## src/rtl/intctl_pkg.sv

```systemverilog
package intctl_pkg;

   // Control register byte offset; the alias words follow it.
   localparam logic [11:0] CTRL_OFS        = 12'h000;
   localparam logic [11:0] NMI_CTRL_OFS    = 12'h010;
   localparam logic [3:0]  ALIAS_CLR       = 4'h4;
   localparam logic [3:0]  ALIAS_SET       = 4'h8;
   localparam logic [3:0]  ALIAS_INV       = 4'hc;

   // Control register field layout.
   localparam int          KEY_LSB         = 24;
   localparam logic [7:0]  NMI_KEY_VALUE   = 8'h4e;
   localparam int          MODE_SEL_BIT    = 12;
   localparam int          THRESH_LSB      = 8;
   localparam int          NUM_EXT_IRQ     = 5;
   localparam logic [31:0] CTRL_IMPL_MASK  = 32'hff00171f;
   localparam logic [31:0] CTRL_RESET      = 32'h00000000;
   localparam int          NMI_FLAG_BIT    = 19;

   // Vector offset registers: 18-bit offset, bit 0 not stored.
   localparam int          NUM_VEC_OFS     = 13;
   localparam logic [31:0] VEC_OFS_MASK    = 32'h0003fffe;
   localparam logic [31:0] VEC_OFS_RESET   = 32'h00000000;
   localparam logic [11:0] VEC_OFS_ADDR [NUM_VEC_OFS] = '{
      12'h7a0, 12'h7a4, 12'h7a8, 12'h7ac, 12'h7b0, 12'h7b4,
      12'h7c8, 12'h7cc, 12'h7d0, 12'h7d4, 12'h7d8, 12'h7dc, 12'h7f0};
   // One marks a crypto-only entry (indices 8, 10, 11, 12).
   localparam logic [NUM_VEC_OFS-1:0] VEC_OFS_CRYPTO = 13'h1d00;
   localparam logic [NUM_VEC_OFS-1:0] VEC_OFS_CAN    = 13'h0000;

   typedef enum logic [1:0] {OP_WRITE, OP_CLR, OP_SET, OP_INV} wr_op_t;

   typedef struct packed {
      logic        multi_vector_select;
      logic [2:0]  proximity_timer_threshold;
      logic [4:0]  ext_irq_polarity;
   } ctrl_view_t;

endpackage : intctl_pkg

```

## src/rtl/edge_detect.sv

```systemverilog
`timescale 1ns/100ps
module edge_detect
   import intctl_pkg::*;
(
   input  wire logic                   clk,
   input  wire logic                   resetn,
   input  wire logic [NUM_EXT_IRQ-1:0] irq_in,
   input  wire logic [NUM_EXT_IRQ-1:0] polarity,
   output logic      [NUM_EXT_IRQ-1:0] edge_pulse
);
   logic [NUM_EXT_IRQ-1:0] prev_reg;

   // Previous sample per input; reset to idle low.
   always_ff @(posedge clk) begin
      if (!resetn) begin
         prev_reg <= '0;
      end else begin
         prev_reg <= irq_in;
      end
   end

   // Each input picks rising or falling edge from its own bit.
   genvar i;
   generate
      for (i = 0; i < NUM_EXT_IRQ; i++) begin : g_edge
         always_ff @(posedge clk) begin
            if (!resetn) begin
               edge_pulse[i] <= 1'b0;
            end else if (polarity[i]) begin
               edge_pulse[i] <= irq_in[i] & ~prev_reg[i];
            end else begin
               edge_pulse[i] <= ~irq_in[i] & prev_reg[i];
            end
         end
      end
   endgenerate
endmodule : edge_detect

```

## src/rtl/intctl_regs.sv

```systemverilog
`timescale 1ns/100ps
// What this block does
// - Control registers answer clear, set, invert aliases at base plus 4, 8, 12.
// - Key 0x4E written to bits 31-24 raises software NMI, sets NMI flag.
// - Control bit 12 selects multi-vector mode; zero means single vector.
// - Threshold field bits 10-8: zero disables, N admits priority 1 to N.
// - Bits 4-0 pick rising (1) or falling (0) edge per external input.
// - Unimplemented control bits read zero and ignore writes.
// - All implemented control fields reset to zero.
// - Crypto or CAN offset registers vanish on variants lacking that module.
module intctl_regs
   import intctl_pkg::*;
#(
   parameter bit HAS_CRYPTO = 1'b1,
   parameter bit HAS_CAN    = 1'b1
)(
   input  wire logic                   clk,
   input  wire logic                   resetn,
   input  wire logic [11:0]            addr,
   input  wire logic [31:0]            wdata,
   input  wire logic                   wr_en,
   input  wire logic                   rd_en,
   output logic      [31:0]            rdata,
   input  wire logic [NUM_EXT_IRQ-1:0] ext_irq_in,
   input  wire logic                   irq_valid,
   input  wire logic [2:0]             irq_priority,
   output logic      [NUM_EXT_IRQ-1:0] ext_irq_edge,
   output logic                        prox_timer_start,
   output logic                        soft_nmi,
   output logic                        multi_vector_mode,
   output logic      [17:0]            vector_address_offset [NUM_VEC_OFS]
);
   logic [31:0] interrupt_global_control_reg;
   logic [31:0] ctrl_next;
   logic        general_nmi_flag_reg;
   logic [31:0] nmi_ctrl_next;
   logic [31:0] vector_offset_regs [NUM_VEC_OFS];
   logic [NUM_VEC_OFS-1:0] ofs_present;
   logic [NUM_VEC_OFS-1:0] ofs_hit;
   logic        ctrl_hit;
   logic        nmi_hit;
   wr_op_t      ctrl_op;
   wr_op_t      nmi_op;
   logic        key_write;
   logic        nmi_clear;
   ctrl_view_t  view;
   logic [31:0] rd_mux;

   // Alias decode on the low nibble of each 16-byte control group.
   function automatic wr_op_t alias_op(input logic [3:0] low);
      unique case (low)
         ALIAS_CLR: alias_op = OP_CLR;
         ALIAS_SET: alias_op = OP_SET;
         ALIAS_INV: alias_op = OP_INV;
         default:   alias_op = OP_WRITE;
      endcase
   endfunction : alias_op

   // Apply write, clear, set or invert under an implemented-bit mask.
   function automatic logic [31:0] apply_op(input wr_op_t op,
                                            input logic [31:0] cur,
                                            input logic [31:0] wd,
                                            input logic [31:0] mask);
      logic [31:0] r;
      r = cur;
      unique case (op)
         OP_WRITE: r = wd;
         OP_CLR:   r = cur & ~wd;
         OP_SET:   r = cur | wd;
         OP_INV:   r = cur ^ wd;
      endcase
      apply_op = r & mask;
   endfunction : apply_op

   assign ctrl_hit = (addr[11:4] == CTRL_OFS[11:4]) && (addr[1:0] == 2'b00);
   assign nmi_hit  = (addr[11:4] == NMI_CTRL_OFS[11:4]) &&
                     (addr[1:0] == 2'b00);
   assign ctrl_op  = alias_op(addr[3:0]);
   assign nmi_op   = alias_op(addr[3:0]);
   assign ctrl_next = apply_op(ctrl_op, interrupt_global_control_reg,
                               wdata, CTRL_IMPL_MASK);
   assign nmi_ctrl_next = apply_op(nmi_op,
                                   {12'h000, general_nmi_flag_reg, 19'h0},
                                   wdata, 32'h1 << NMI_FLAG_BIT);

   // A key counts only when the resulting key field holds the code.
   assign key_write = wr_en && ctrl_hit &&
      (ctrl_next[KEY_LSB +: 8] == NMI_KEY_VALUE);
   assign nmi_clear = wr_en && nmi_hit && !nmi_ctrl_next[NMI_FLAG_BIT];

   // Offset register presence per variant, and address match.
   genvar i;
   generate
      for (i = 0; i < NUM_VEC_OFS; i++) begin : g_ofs
         assign ofs_present[i] = (HAS_CRYPTO || !VEC_OFS_CRYPTO[i]) &&
                                 (HAS_CAN || !VEC_OFS_CAN[i]);
         assign ofs_hit[i] = ofs_present[i] && (addr == VEC_OFS_ADDR[i]);
         always_ff @(posedge clk) begin
            if (!resetn) begin
               vector_offset_regs[i] <= VEC_OFS_RESET;
            end else if (wr_en && ofs_hit[i]) begin
               vector_offset_regs[i] <= wdata & VEC_OFS_MASK;
            end
         end
         assign vector_address_offset[i] = vector_offset_regs[i][17:0];
      end
   endgenerate

   // Control register; everything implemented resets to zero.
   always_ff @(posedge clk) begin
      if (!resetn) begin
         interrupt_global_control_reg <= CTRL_RESET;
      end else if (wr_en && ctrl_hit) begin
         interrupt_global_control_reg <= ctrl_next;
      end
   end

   // NMI flag: a key write beats a software clear in the same cycle.
   always_ff @(posedge clk) begin
      if (!resetn) begin
         general_nmi_flag_reg <= 1'b0;
      end else if (key_write) begin
         general_nmi_flag_reg <= 1'b1;
      end else if (nmi_clear) begin
         general_nmi_flag_reg <= 1'b0;
      end
   end

   // Software NMI pulse to the core, registered.
   always_ff @(posedge clk) begin
      if (!resetn) begin
         soft_nmi <= 1'b0;
      end else begin
         soft_nmi <= key_write;
      end
   end

   assign view = '{
      multi_vector_select:       interrupt_global_control_reg[MODE_SEL_BIT],
      proximity_timer_threshold: interrupt_global_control_reg[THRESH_LSB +: 3],
      ext_irq_polarity:          interrupt_global_control_reg[4:0]};

   // Mode output comes from a flop to keep top outputs registered.
   always_ff @(posedge clk) begin
      if (!resetn) begin
         multi_vector_mode <= 1'b0;
      end else begin
         multi_vector_mode <= view.multi_vector_select;
      end
   end

   edge_detect u_edge (
      .clk        (clk),
      .resetn     (resetn),
      .irq_in     (ext_irq_in),
      .polarity   (view.ext_irq_polarity),
      .edge_pulse (ext_irq_edge)
   );

   prox_gate u_prox (
      .clk          (clk),
      .resetn       (resetn),
      .irq_valid    (irq_valid),
      .irq_priority (irq_priority),
      .threshold    (view.proximity_timer_threshold),
      .timer_start  (prox_timer_start)
   );

   // Read mux; unmapped or absent addresses read zero.
   always_comb begin
      rd_mux = 32'h0;
      if (addr == CTRL_OFS) begin
         rd_mux = interrupt_global_control_reg & CTRL_IMPL_MASK;
      end else if (addr == NMI_CTRL_OFS) begin
         rd_mux = {12'h000, general_nmi_flag_reg, 19'h0};
      end else begin
         for (int k = 0; k < NUM_VEC_OFS; k++) begin
            if (ofs_hit[k]) begin
               rd_mux = vector_offset_regs[k];
            end
         end
      end
   end

   // Read data stand only in the cycle after the strobe.
   always_ff @(posedge clk) begin
      if (!resetn) begin
         rdata <= 32'h0;
      end else if (rd_en) begin
         rdata <= rd_mux;
      end else begin
         rdata <= 32'h0;
      end
   end
endmodule : intctl_regs

```

## src/rtl/prox_gate.sv

```systemverilog
`timescale 1ns/100ps
module prox_gate
   import intctl_pkg::*;
(
   input  wire logic       clk,
   input  wire logic       resetn,
   input  wire logic       irq_valid,
   input  wire logic [2:0] irq_priority,
   input  wire logic [2:0] threshold,
   output logic            timer_start
);
   // Zero threshold disables; otherwise priority 1 up to N starts it.
   always_ff @(posedge clk) begin
      if (!resetn) begin
         timer_start <= 1'b0;
      end else begin
         timer_start <= irq_valid && (threshold != 3'h0) &&
                        (irq_priority != 3'h0) &&
                        (irq_priority <= threshold);
      end
   end
endmodule : prox_gate

```

## config.mk

```make
export PLATFORM = sky130hd
export DESIGN_NAME = intctl_regs
export DESIGN_NICKNAME = d
export VERILOG_FILES = /design/src/rtl/intctl_pkg.sv /design/src/rtl/edge_detect.sv /design/src/rtl/intctl_regs.sv /design/src/rtl/prox_gate.sv
export SDC_FILE = /design/constraint.sdc
export NUM_CORES = 1
export LEC_CHECK = 0
export BUFFER_PORTS_ARGS = -buffer_cell sky130_fd_sc_hd__buf_2
export CAP_MARGIN = 20
export CORE_MARGIN = 4
export CORE_UTILIZATION = 40
export CTS_BUF_LIST = sky130_fd_sc_hd__clkbuf_4 sky130_fd_sc_hd__clkbuf_8
export DETAILED_ROUTE_END_ITERATION = 12
export SETUP_SLACK_MARGIN = 0.5
export SLEW_MARGIN = 30
export SYNTH_ARGS = -nofsm -noshare
export SYNTH_HDL_FRONTEND = slang
export SYNTH_SLANG_ARGS = --single-unit
export TNS_END_PERCENT = 10
```

## constraint.sdc

```tcl
create_clock -name clk -period 4.3 [get_ports clk]
set_clock_uncertainty 0.05 [all_clocks]
set_input_delay 1.075 -clock clk [delete_from_list [all_inputs] [get_ports clk]]
set_output_delay 1.075 -clock clk [all_outputs]
set_load 0.01 [all_outputs]
```

==> results.tsv, run 1 <==
stage	metric	value	unit
setup_path	critPathMaxFanout	25	
setup_path	critical-path-max-stage-delay	730	ps
synth	yosysMostFrequentCell	edfxtp_1	
sta	finalCritPeriodShare	0.732	
global_route	grt_max_degree	55	
clocking	clockBufferDepth	3	
sta	period_needed	3150	ps
global_route	grt_overflow_total	0	
route	drt_iter0_markers	1125	
die	die_y	196	µm
clocking	h-tree-depth	2	
die	placementRows	68	
finish	insertedDiodeCount	0	
synth	yosys-top-cells-area	edfxtp_1 47%, dfxtp_1 8.2%, and2_1 6.2%, nor3_1 4.3%, ha_1 3.5%	
die	die_w	196	µm
synth	synthArstFlopShare	0	
die	start_util	0.407	
finish	multi_input_area	5680	µm²
power_and_ir_drop	seqPwrFrac	0.490	
setup_path	cp_num_buf_inv	1	
setup_path	crit_chain	buf_2 -> nor4_2 -> nand2_1 -> nor2_1 -> and2_1	
power_and_ir_drop	pwr-share-clk	0.407	
clocking	cts.sinks	279	
clocking	cts_setup_buffers	0	
clocking	cts_hold_buf	0	
synth	synth_edf_count	221	
finish	nets	1728	
route	ant_nets	0	
synth	synth_flop_cell	edfxtp_1	
finish	seq_area	7800	µm²
die	ioPinCount	331	
power_and_ir_drop	swShare	0.262	
global_route	grt_use_total	0.265	
setup_path	cp.required	4720	ps
sta	max_freq	318	MHz
synth	synth.top_cells.by_count	221 x edfxtp_1, 140 x and2_1, 120 x nor3_1, 81 x nor2_1, 80 x clkbuf_1	
sta	drv_slew	0	
place	place.gp.congestion	0.935	
sta	setup_violations	0	
route	vias	12400	
global_route	grt_pass1_vias	12300	
outcome	status	finished, final reports clean	
setup_path	arrival	3570	ps
power_and_ir_drop	ir_worst_vdd	271	µV
route	wl_per_cell	25.2	µm
clocking	cts_made_buffers	49	
sta	hold_viol	0	
power_and_ir_drop	fin_total_pwr	6.32	mW
clocking	clk_pin_slew	60	ps
global_route	grt_pass1_wl	77200	µm
finish	largest_register_ffs	221	
route	drt_wl_total	53500	µm
synth	synth_seq_cells	279	
finish	area_growth	22.6	%
die	core_area	34700	µm²
sta	slew_headroom	0.414	
finish	drive_gt1_frac	0.300	
synth	yosysUniqueCellTypes	73	
synth	syn_inst	1315	
sta	setup_tns	0	ps
setup_path	critPathLaunchType	input pin	
synth	ys_seq_area_frac	0.552	
clocking	cts_tree	done	
global_route	grt_antenna_before_repair	0	
place	dp_hpwl	38900	µm
place	port_buffers	307	
finish	fill_cells	3332	
sta	rsz0062_at_grt	no	
synth	syn_area	14100	µm²
run	maxCapViolations	0	
power_and_ir_drop	p_leak	6.62	nW
route	drtPass1Iterations	6	
sta	worst_pin_slew	878	ps
setup_path	cp.depth	5	
synth	synth_top_area_share	0.470	
power_and_ir_drop	intPower	4.67	mW
setup_path	slowest_stage	nor4_2	
route	viasPerCell	5.85	
clocking	ctsResizeCount	0	
setup_path	setup.worst_path.end_class	flop	
setup_path	ff2ff_path_depth	8	
synth	synth_warnings	0	
die	die_area	38400	µm²
setup_path	critPathKind	input pin to flop	
route	drc	0	
setup_path	critPathTopFamily	simple AND/OR/NAND/NOR gates	
clocking	clock_latency	570	ps
power_and_ir_drop	switchingPower	1.66	mW
clocking	root_buffer	clkbuf_8	
power_and_ir_drop	p_comb_frac	0.102	
worst_hold_path	holdPathStages	2	
worst_hold_path	hold_class	flop to flop	
synth	syn-mean-instance-area	10.7	µm²
setup_path	r2r_slack	2270	ps
power_and_ir_drop	power_density	365	nW/µm²
synth	synth_top_cell_by_area	edfxtp_1	
power groups by stage:
stage	combinational, mW	clock [mW]	sequential, mW
5_1_grt	0.685	2.73	3.11
2_1_floorplan	0.281	0	3.19
3_3_place_gp	0.629	0	3.15
3_5_place_dp	0.638	0	3.15
6_report	0.647	2.58	3.10
4_1_cts	0.641	2.61	3.10
worst register-to-register path, stage by stage, from the launching register on:
cell and delay, ps:
dfxtp_1 350, inv_1 80, ha_1 280, mux2i_1 70
a32oi_1 230, o2111ai_1 150, nor4b_1 350, nor3b_2 300
a31o_1 130
path summary, 6_finish.rpt:
check	startpoint	to
setup / recovery	addr[3]	vector_offset_regs[0][84]$_SDFFCE_PN0P_
hold / removal	general_nmi_flag_reg$_SDFFE_PN0P_	rdata[19]$_SDFF_PP0_
setup reg to reg	interrupt_global_control_reg[30]$_SDFFE_PN0P_	general_nmi_flag_reg$_SDFFE_PN0P_
hold reg to reg	general_nmi_flag_reg$_SDFFE_PN0P_	rdata[19]$_SDFF_PP0_
cells by family after synthesis:
logic type,share of synthesized area
and+or+nand+nor,0.198
DFF,0.552
AOI/OAI and AO/OA,0.128
buffers and inverters,0.0520
adders and majority gates,0.0345
muxes,0.0354
other,0.000265
stage by stage:
step                       util  std cells  worst slack, ps  cell area (µm²)  hold WS (ps)
after floorplan               -       1332              226            14200           394
after global placement    0.469       2036              667            16300           417
after detailed placement  0.469       2036              604            16300           420
after CTS                 0.499       2127             1210            17300           417
after global routing      0.499       2127              956            17300           467
final                     0.499       2127             1150            17300           433
placed cells by master (no fill, tap or decap), types with 7 or more instances in the layout:
| master | instances |
|---|---|
| o22ai_1 | 29 |
| nor4_1 | 28 |
| dfxtp_1 | 58 |
| and2_1 | 140 |
| nor2b_1 | 13 |
| clkbuf_4 | 24 |
| a22oi_1 | 18 |
| buf_4 | 70 |
| nor2_1 | 80 |
| o21ai_0 | 55 |
| buf_2 | 306 |
| ha_1 | 39 |
| o31ai_1 | 9 |
| mux4_2 | 11 |
| a21oi_1 | 64 |
| o21ai_1 | 14 |
| o221ai_1 | 11 |
| clkbuf_8 | 58 |
| conb_1 | 18 |
| nand2_1 | 68 |
| mux2i_1 | 23 |
| nor3_1 | 120 |
| nand3_1 | 18 |
| o211ai_1 | 7 |
| edfxtp_1 | 221 |
| inv_1 | 40 |
area by class of cell:
cell class              count  share of cell area
multi-input cells         883               0.328
repair buffers            377               0.120
clock buffers              82              0.0565
clock inverters             9             0.00332
flip-flops and latches    279               0.450
well taps                 455              0.0329
inverters                  42             0.00910
layer usage:
layer  vias to the layer above  global-route usage  part of all wire
met2                       725               0.430              0.46
met5                         -                   0                 0
met1                      6060               0.346              0.39
met4                         0               0.114             0.046
met3                       172              0.0567              0.10
li1                       5486                   -                 -
(Power assumes the default switching activity.)
==> run 2: changes to the inputs <==
==> constraint.sdc (replaced) <==
create_clock -name clk -period 2.7 [get_ports clk]
set_clock_uncertainty 0.05 [all_clocks]
set_input_delay 0.675 -clock clk [delete_from_list [all_inputs] [get_ports clk]]
set_output_delay 0.675 -clock clk [all_outputs]
set_load 0.01 [all_outputs]
==> run 2 against run 1 <==
  * Setup slack lost 670 ps
  * Die area is the same
  * Sequential power grew 60%
  * Clock power grew 68%
  * Clock-buffer cell count shrank 15
  * Critical path type unchanged
  * Critical path depth grew 4
  * Combinational power grew 73%
  * Via count grew 1.7%
  * Sequential share of layout area shrank 3.0 points
  * Routed wire length is essentially flat
  * Highest routed layer unchanged
  * Global-route usage is essentially flat
==> results.tsv, run 2 (synthesis gave the netlist of run 1 again) <==
stage	metric	value	unit	change
finish	insertedDiodeCount	0		unchanged
route	wl_per_cell	23.9	µm	-5.0%
finish	multi_input_area	5790	µm²	+1.9%
finish	final_cell_mix	305 x buf_2, 221 x edfxtp_1, 160 x buf_4, 140 x and2_1, 120 x nor3_1		
sta	slew_headroom	0.555		+0.142
setup_path	critPathKind	input pin to flop		
finish	area_growth	31.2	%	
die	start_util	0.407		unchanged
place	placed_area	17400	µm²	+6.9%
sta	setup_tns	0	ps	unchanged
setup_path	arrival	2650	ps	-920 ps
clocking	cts_tree	done		
sta	whs	268	ps	-165 ps
route	drt_iter0_markers	1038		-7.7%
global_route	grt_antenna_before_repair	0		unchanged
sta	period_needed	2220	ps	
finish	seq_area	7800	µm²	unchanged
outcome	status	finished, final reports clean		
clocking	clk_pin_slew	60	ps	about the same
setup_path	critPathLaunchType	input pin		
global_route	grt_overflow_total	0		unchanged
sta	hold_viol	0		unchanged
die	ioPinCount	331		unchanged
run	maxCapViolations	0		unchanged
route	vias	12700		+1.7%
die	die_y	196	µm	unchanged
route	viasPerCell	5.65		-3.4%
clocking	cts_made_buffers	50		+2.0%
finish	final_common_cell	buf_2		
worst_hold_path	hold_class	input pin to flop		
clocking	cts_hold_buf	0		unchanged
die	placementRows	68		unchanged
finish	fin_cells	2238		+5.2%
sta	max_freq	451	MHz	
sta	worst_pin_slew	666	ps	-212 ps
clocking	h-tree-depth	2		unchanged
route	drtPass1Iterations	5		-1
die	die_area	38400	µm²	unchanged
clocking	clock_latency	620	ps	+50 ps
finish	largest_register_ffs	221		unchanged
place	place_ws	-104	ps	-708 ps
finish	fill_cells	3160		-5.2%
sta	setup_violations	0		unchanged
setup_path	critPathMaxFanout	10		-60%
finish	stdcell_area	18500	µm²	+7.0%
clocking	root_buffer	clkbuf_8		
route	ant_nets	0		unchanged
global_route	grt_pass1_wl	77500	µm	+0.40%
setup_path	cp.required	3130	ps	-1590 ps
power_and_ir_drop	p_leak	7.28	nW	+10%
sta	layout_setup_ws	481	ps	-671 ps
die	core_area	34700	µm²	unchanged
route	drc	0		unchanged
sta	rsz0062_at_grt	yes		
route	drt_wl_total	53500	µm	about the same
power_and_ir_drop	power_density	562	nW/µm²	+54%
clocking	cts.sinks	279		unchanged
sta	drv_slew	0		unchanged
setup_path	setup.worst_path.end_class	flop		
finish	nets	1838		+6.4%
global_route	grt_max_degree	55		unchanged
sta	finalCritPeriodShare	0.822		
clocking	clockBufferDepth	3		unchanged
global_route	grt_use_total	0.265		about the same
finish	drive_gt1_frac	0.351		+0.0503
place	dp.cells	2145		+5.4%
place	port_buffers	307		unchanged
power_and_ir_drop	ir_worst_vdd	480	µV	+77%
die	die_w	196	µm	unchanged
place	place.gp.congestion	0.953		+1.9%
global_route	grt_pass1_vias	12300		+0.18%
place	dp_hpwl	39900	µm	+2.6%
-- run 2: changes by cell type in the layout (fill, tap and decap cells not counted), moves of 3 or more --
| cell | change |
|---|---|
| buf_12 | +18 |
| o21ai_2 | +8 |
| o21ai_4 | +3 |
| buf_4 | +90 |
| clkinv_2 | +9 |
| clkbuf_8 | -3 |
| o21ai_1 | -11 |
| clkinv_1 | +3 |
| bufinv_16 | +4 |
| clkbuf_4 | -11 |
-- run 2: path summary, 6_finish.rpt --
| kind | depth (start not counted) | to | startpoint | slack (ps) |
|---|---|---|---|---|
| max | 9 | rdata[10]$_SDFF_PN0_ | addr[11] | 480 |
| min | 2 | u_edge.prev_reg[0]$_SDFF_PN0_ | ext_irq_in[0] | 270 |
| min reg2reg | 2 | interrupt_global_control_reg[30]$_SDFFE_PN0P_ | interrupt_global_control_reg[30]$_SDFFE_PN0P_ | 440 |
| max reg2reg | 6 | rdata[3]$_SDFF_PN0_ | vector_offset_regs[0][53]$_SDFFCE_PN0P_ | 680 |
-- run 2: cell type report --
class,count,share of cell area
clock buffer,67,0.0457
timing repair buffer,486,0.169
multi-input combinational,883,0.312
sequential,279,0.421
tap,455,0.0307
inverter,42,0.00851
clock inverter,26,0.0132
-- run 2: what timing repair did --
| item | CTS | global route |
|---|---|---|
| setup buffers | 0 | 0 |
| gates resized for setup | 0 | 8 |
| endpoints found under the setup margin | 0 | 49 |
-- run 2: layer usage --
metal / vias to the layer above / global-route usage / routed length, µm
met2: 723 / 0.433 / 25100
met3: 120 / 0.0716 / 5520
met1: 6090 / 0.343 / 20900
met5: - / 0 / 0
met4: 0 / 0.0928 / 1870
li1: 5720 / - / -
-- run 2: where the power goes --
part | switching [mW] | internal (mW) | leakage [nW]
Sequential | 0.138 | 4.81 | 2.57
Combinational | 0.703 | 0.421 | 4.14
Clock | 1.89 | 2.45 | 0.579
Total | 2.73 | 7.68 | 7.28
-- run 2: worst max-delay path, cell delays in order --
cell and delay [ps]:
buf_2 110, nand4b_1 310, buf_4 270, nor2_1 360
nand2_2 250, o21ai_0 140, a211oi_1 90, buf_4 150
o21ai_0 280
-- run 2: stage by stage --
step | util | total power [mW]
2_1_floorplan | - | 5.54
3_3_place_gp | 0.502 | 6.13
3_5_place_dp | 0.502 | 6.14
4_1_cts | 0.533 | 10.5
5_1_grt | 0.534 | 10.8
6_report | 0.534 | 10.4
==> run 3: changes to the inputs <==
==> constraint.sdc (replaced) <==
create_clock -name clk -period 2.16 [get_ports clk]
set_clock_uncertainty 0.05 [all_clocks]
set_input_delay 0.54 -clock clk [delete_from_list [all_inputs] [get_ports clk]]
set_output_delay 0.54 -clock clk [all_outputs]
set_load 0.01 [all_outputs]
==> run 3 against run 2 <==
  * Sequential share of layout area is 3.0 points lower
  * Design area is 7.8% higher
  * Clock power is 25% higher
  * First-iteration DRC count is 0.48% lower
  * Highest routed layer unchanged
  * Setup slack worse by 210 ps
==> results.tsv, run 3 (synthesis gave the netlist of run 1 again) <==
stage	metric	value	unit	change
worst_hold_path	hold_class	input pin to flop		
setup_path	cp.required	1570	ps	-1560 ps
power_and_ir_drop	power_density	661	nW/µm²	+18%
setup_path	setup.worst_path.end_class	output port		
setup_path	r2r-start	vector_offset_regs[0][62]$_SDFFCE_PN0P_		
clocking	h-tree-depth	2		unchanged
clocking	root_buffer	clkbuf_8		
route	drt_wl_total	55900	µm	+4.5%
route	drtPass1Iterations	5		unchanged
sta	max_freq	529	MHz	
outcome	status	finished, final reports clean		
die	die_area	38400	µm²	unchanged
place	dp_hpwl	41400	µm	+3.8%
sta	drv_slew	0		unchanged
run	maxCapViolations	0		unchanged
finish	area_growth	41.4	%	
global_route	use_met2	0.459		+0.0256
global_route	grt_antenna_before_repair	0		unchanged
clocking	cts.sinks	279		unchanged
route	ant_nets	0		unchanged
sta	hold_viol	0		unchanged
sta	period_needed	1890	ps	
place	port_buffers	307		unchanged
setup_path	critical-path-max-stage-delay	470	ps	+110 ps
setup_path	cp-startpoint	vector_offset_regs[0][113]$_SDFFCE_PN0P_		
finish	final_cell_mix	295 x buf_2, 255 x buf_4, 221 x edfxtp_1, 140 x and2_1, 116 x nor3_1		
global_route	grtUsageMet3	0.0551		-0.0165
clocking	clock_latency	630	ps	about the same
finish	largest_register_ffs	221		unchanged
clocking	cts_made_buffers	50		unchanged
power_and_ir_drop	fin_total_pwr	13.2	mW	+27%
global_route	grt_max_degree	48		-13%
sta	rsz0062_at_grt	yes		
route	drc	0		unchanged
route	viasPerCell	5.64		-0.30%
setup_path	crit_chain	buf_2		
die	core_area	34700	µm²	unchanged
setup_path	slowest_stage	edfxtp_1		
finish	insertedDiodeCount	0		unchanged
route	wl_per_cell	23.8	µm	-0.29%
sta	setup_violations	0		unchanged
setup_path	critPathLaunchType	flop		
global_route	grt_pass1_wl	81500	µm	+5.1%
clocking	clockBufferDepth	3		unchanged
finish	drive_gt1_frac	0.426		+0.0754
die	ioPinCount	331		unchanged
global_route	grt_use_total	0.279		+0.0139
place	place_ws	-498	ps	-395 ps
die	die_y	196	µm	unchanged
finish	fin_util	0.575		+0.0415
finish	final_common_cell	buf_2		
die	placementRows	68		unchanged
setup_path	critPathMaxFanout	2		-8
power_and_ir_drop	ir_worst_vdd	509	µV	+6.1%
setup_path	critPathKind	flop to output port		
route	vias	13200		+4.5%
global_route	grt_use_met1	0.366		+0.0231
setup_path	arrival	1300	ps	-1350 ps
clocking	cts_hold_buf	0		unchanged
finish	nets	1948		+6.0%
global_route	grt_busiest_layer	met2		
die	start_util	0.407		unchanged
sta	layout_setup_ws	269	ps	-211 ps
clocking	cts_tree	done		
power_and_ir_drop	p_leak	8.02	nW	+10%
sta	finalCritPeriodShare	0.875		
die	die_w	196	µm	unchanged
worst_hold_path	hold_start	ext_irq_in[1]		
clocking	clk_pin_slew	60	ps	about the same
global_route	grt_pass1_vias	13200		+6.8%
setup_path	cp_num_buf_inv	1		-2
route	drt_iter0_markers	1033		-0.48%
place	place.gp.congestion	0.947		-0.57%
setup_path	critPathTopFamily	flip-flops		
global_route	grt_overflow_total	0		unchanged
## run 3: cell types whose count changed in the layout (fill, tap and decap cells not counted), sizes merged
cell      delta
clkinv       -5
clkbuf       +5
clkinvlp     -1
buf        +108
## run 3: what timing repair did
item,CTS,global route
buffers inserted,24,27
gates cloned,0,1
setup endpoints to repair,588,580
resized for setup,63,89
pin swaps,28,28
hold endpoints to repair,0,0
## run 3: through the flow
step	instances	cell area, µm²	hold slack (ps)	setup TNS [ps]
finish	2345	20000	107	0
global route	2345	20000	91.7	0
CTS	2317	19300	69.3	0
detailed placement	2203	17800	436	-115990
global placement	2203	17800	431	-115170
floorplan	1332	14400	394	-86140
## run 3: final cells by class
| class | instances | area, µm² |
|---|---|---|
| clock inverters | 20 | 206 |
| flip-flops and latches | 279 | 7800 |
| repair buffers | 596 | 4100 |
| well taps | 455 | 569 |
| fillers | 3073 | 14700 |
| inverters | 42 | 158 |
| clock buffers | 70 | 876 |
| multi-input cells | 883 | 6260 |
## run 3: final timing paths
path | endpoint | slack, ps | cells past startpoint
setup / recovery | vector_address_offset[120] | 270 | 1
setup reg to reg | rdata[12]$_SDFF_PN0_ | 290 | 6
hold reg to reg | rdata[25]$_SDFF_PN0_ | 430 | 2
hold / removal | u_edge.prev_reg[1]$_SDFF_PN0_ | 110 | 2
## run 3: layer usage
metal / wire length (µm) / vias to the layer above / part of all wire
li1: - / 5924 / -
met1: 22000 / 6451 / 0.39
met2: 26700 / 712 / 0.48
met3: 5030 / 131 / 0.090
met4: 2150 / 0 / 0.038
met5: 0 / - / 0
## run 3: where the power goes
group | internal [mW] | total, mW | leakage, nW | switching, mW
Sequential | 6.01 | 6.19 | 2.57 | 0.176
Clock | 3.11 | 5.42 | 0.571 | 2.32
Combinational | 0.648 | 1.59 | 4.88 | 0.939
Total | 9.76 | 13.2 | 8.02 | 3.43
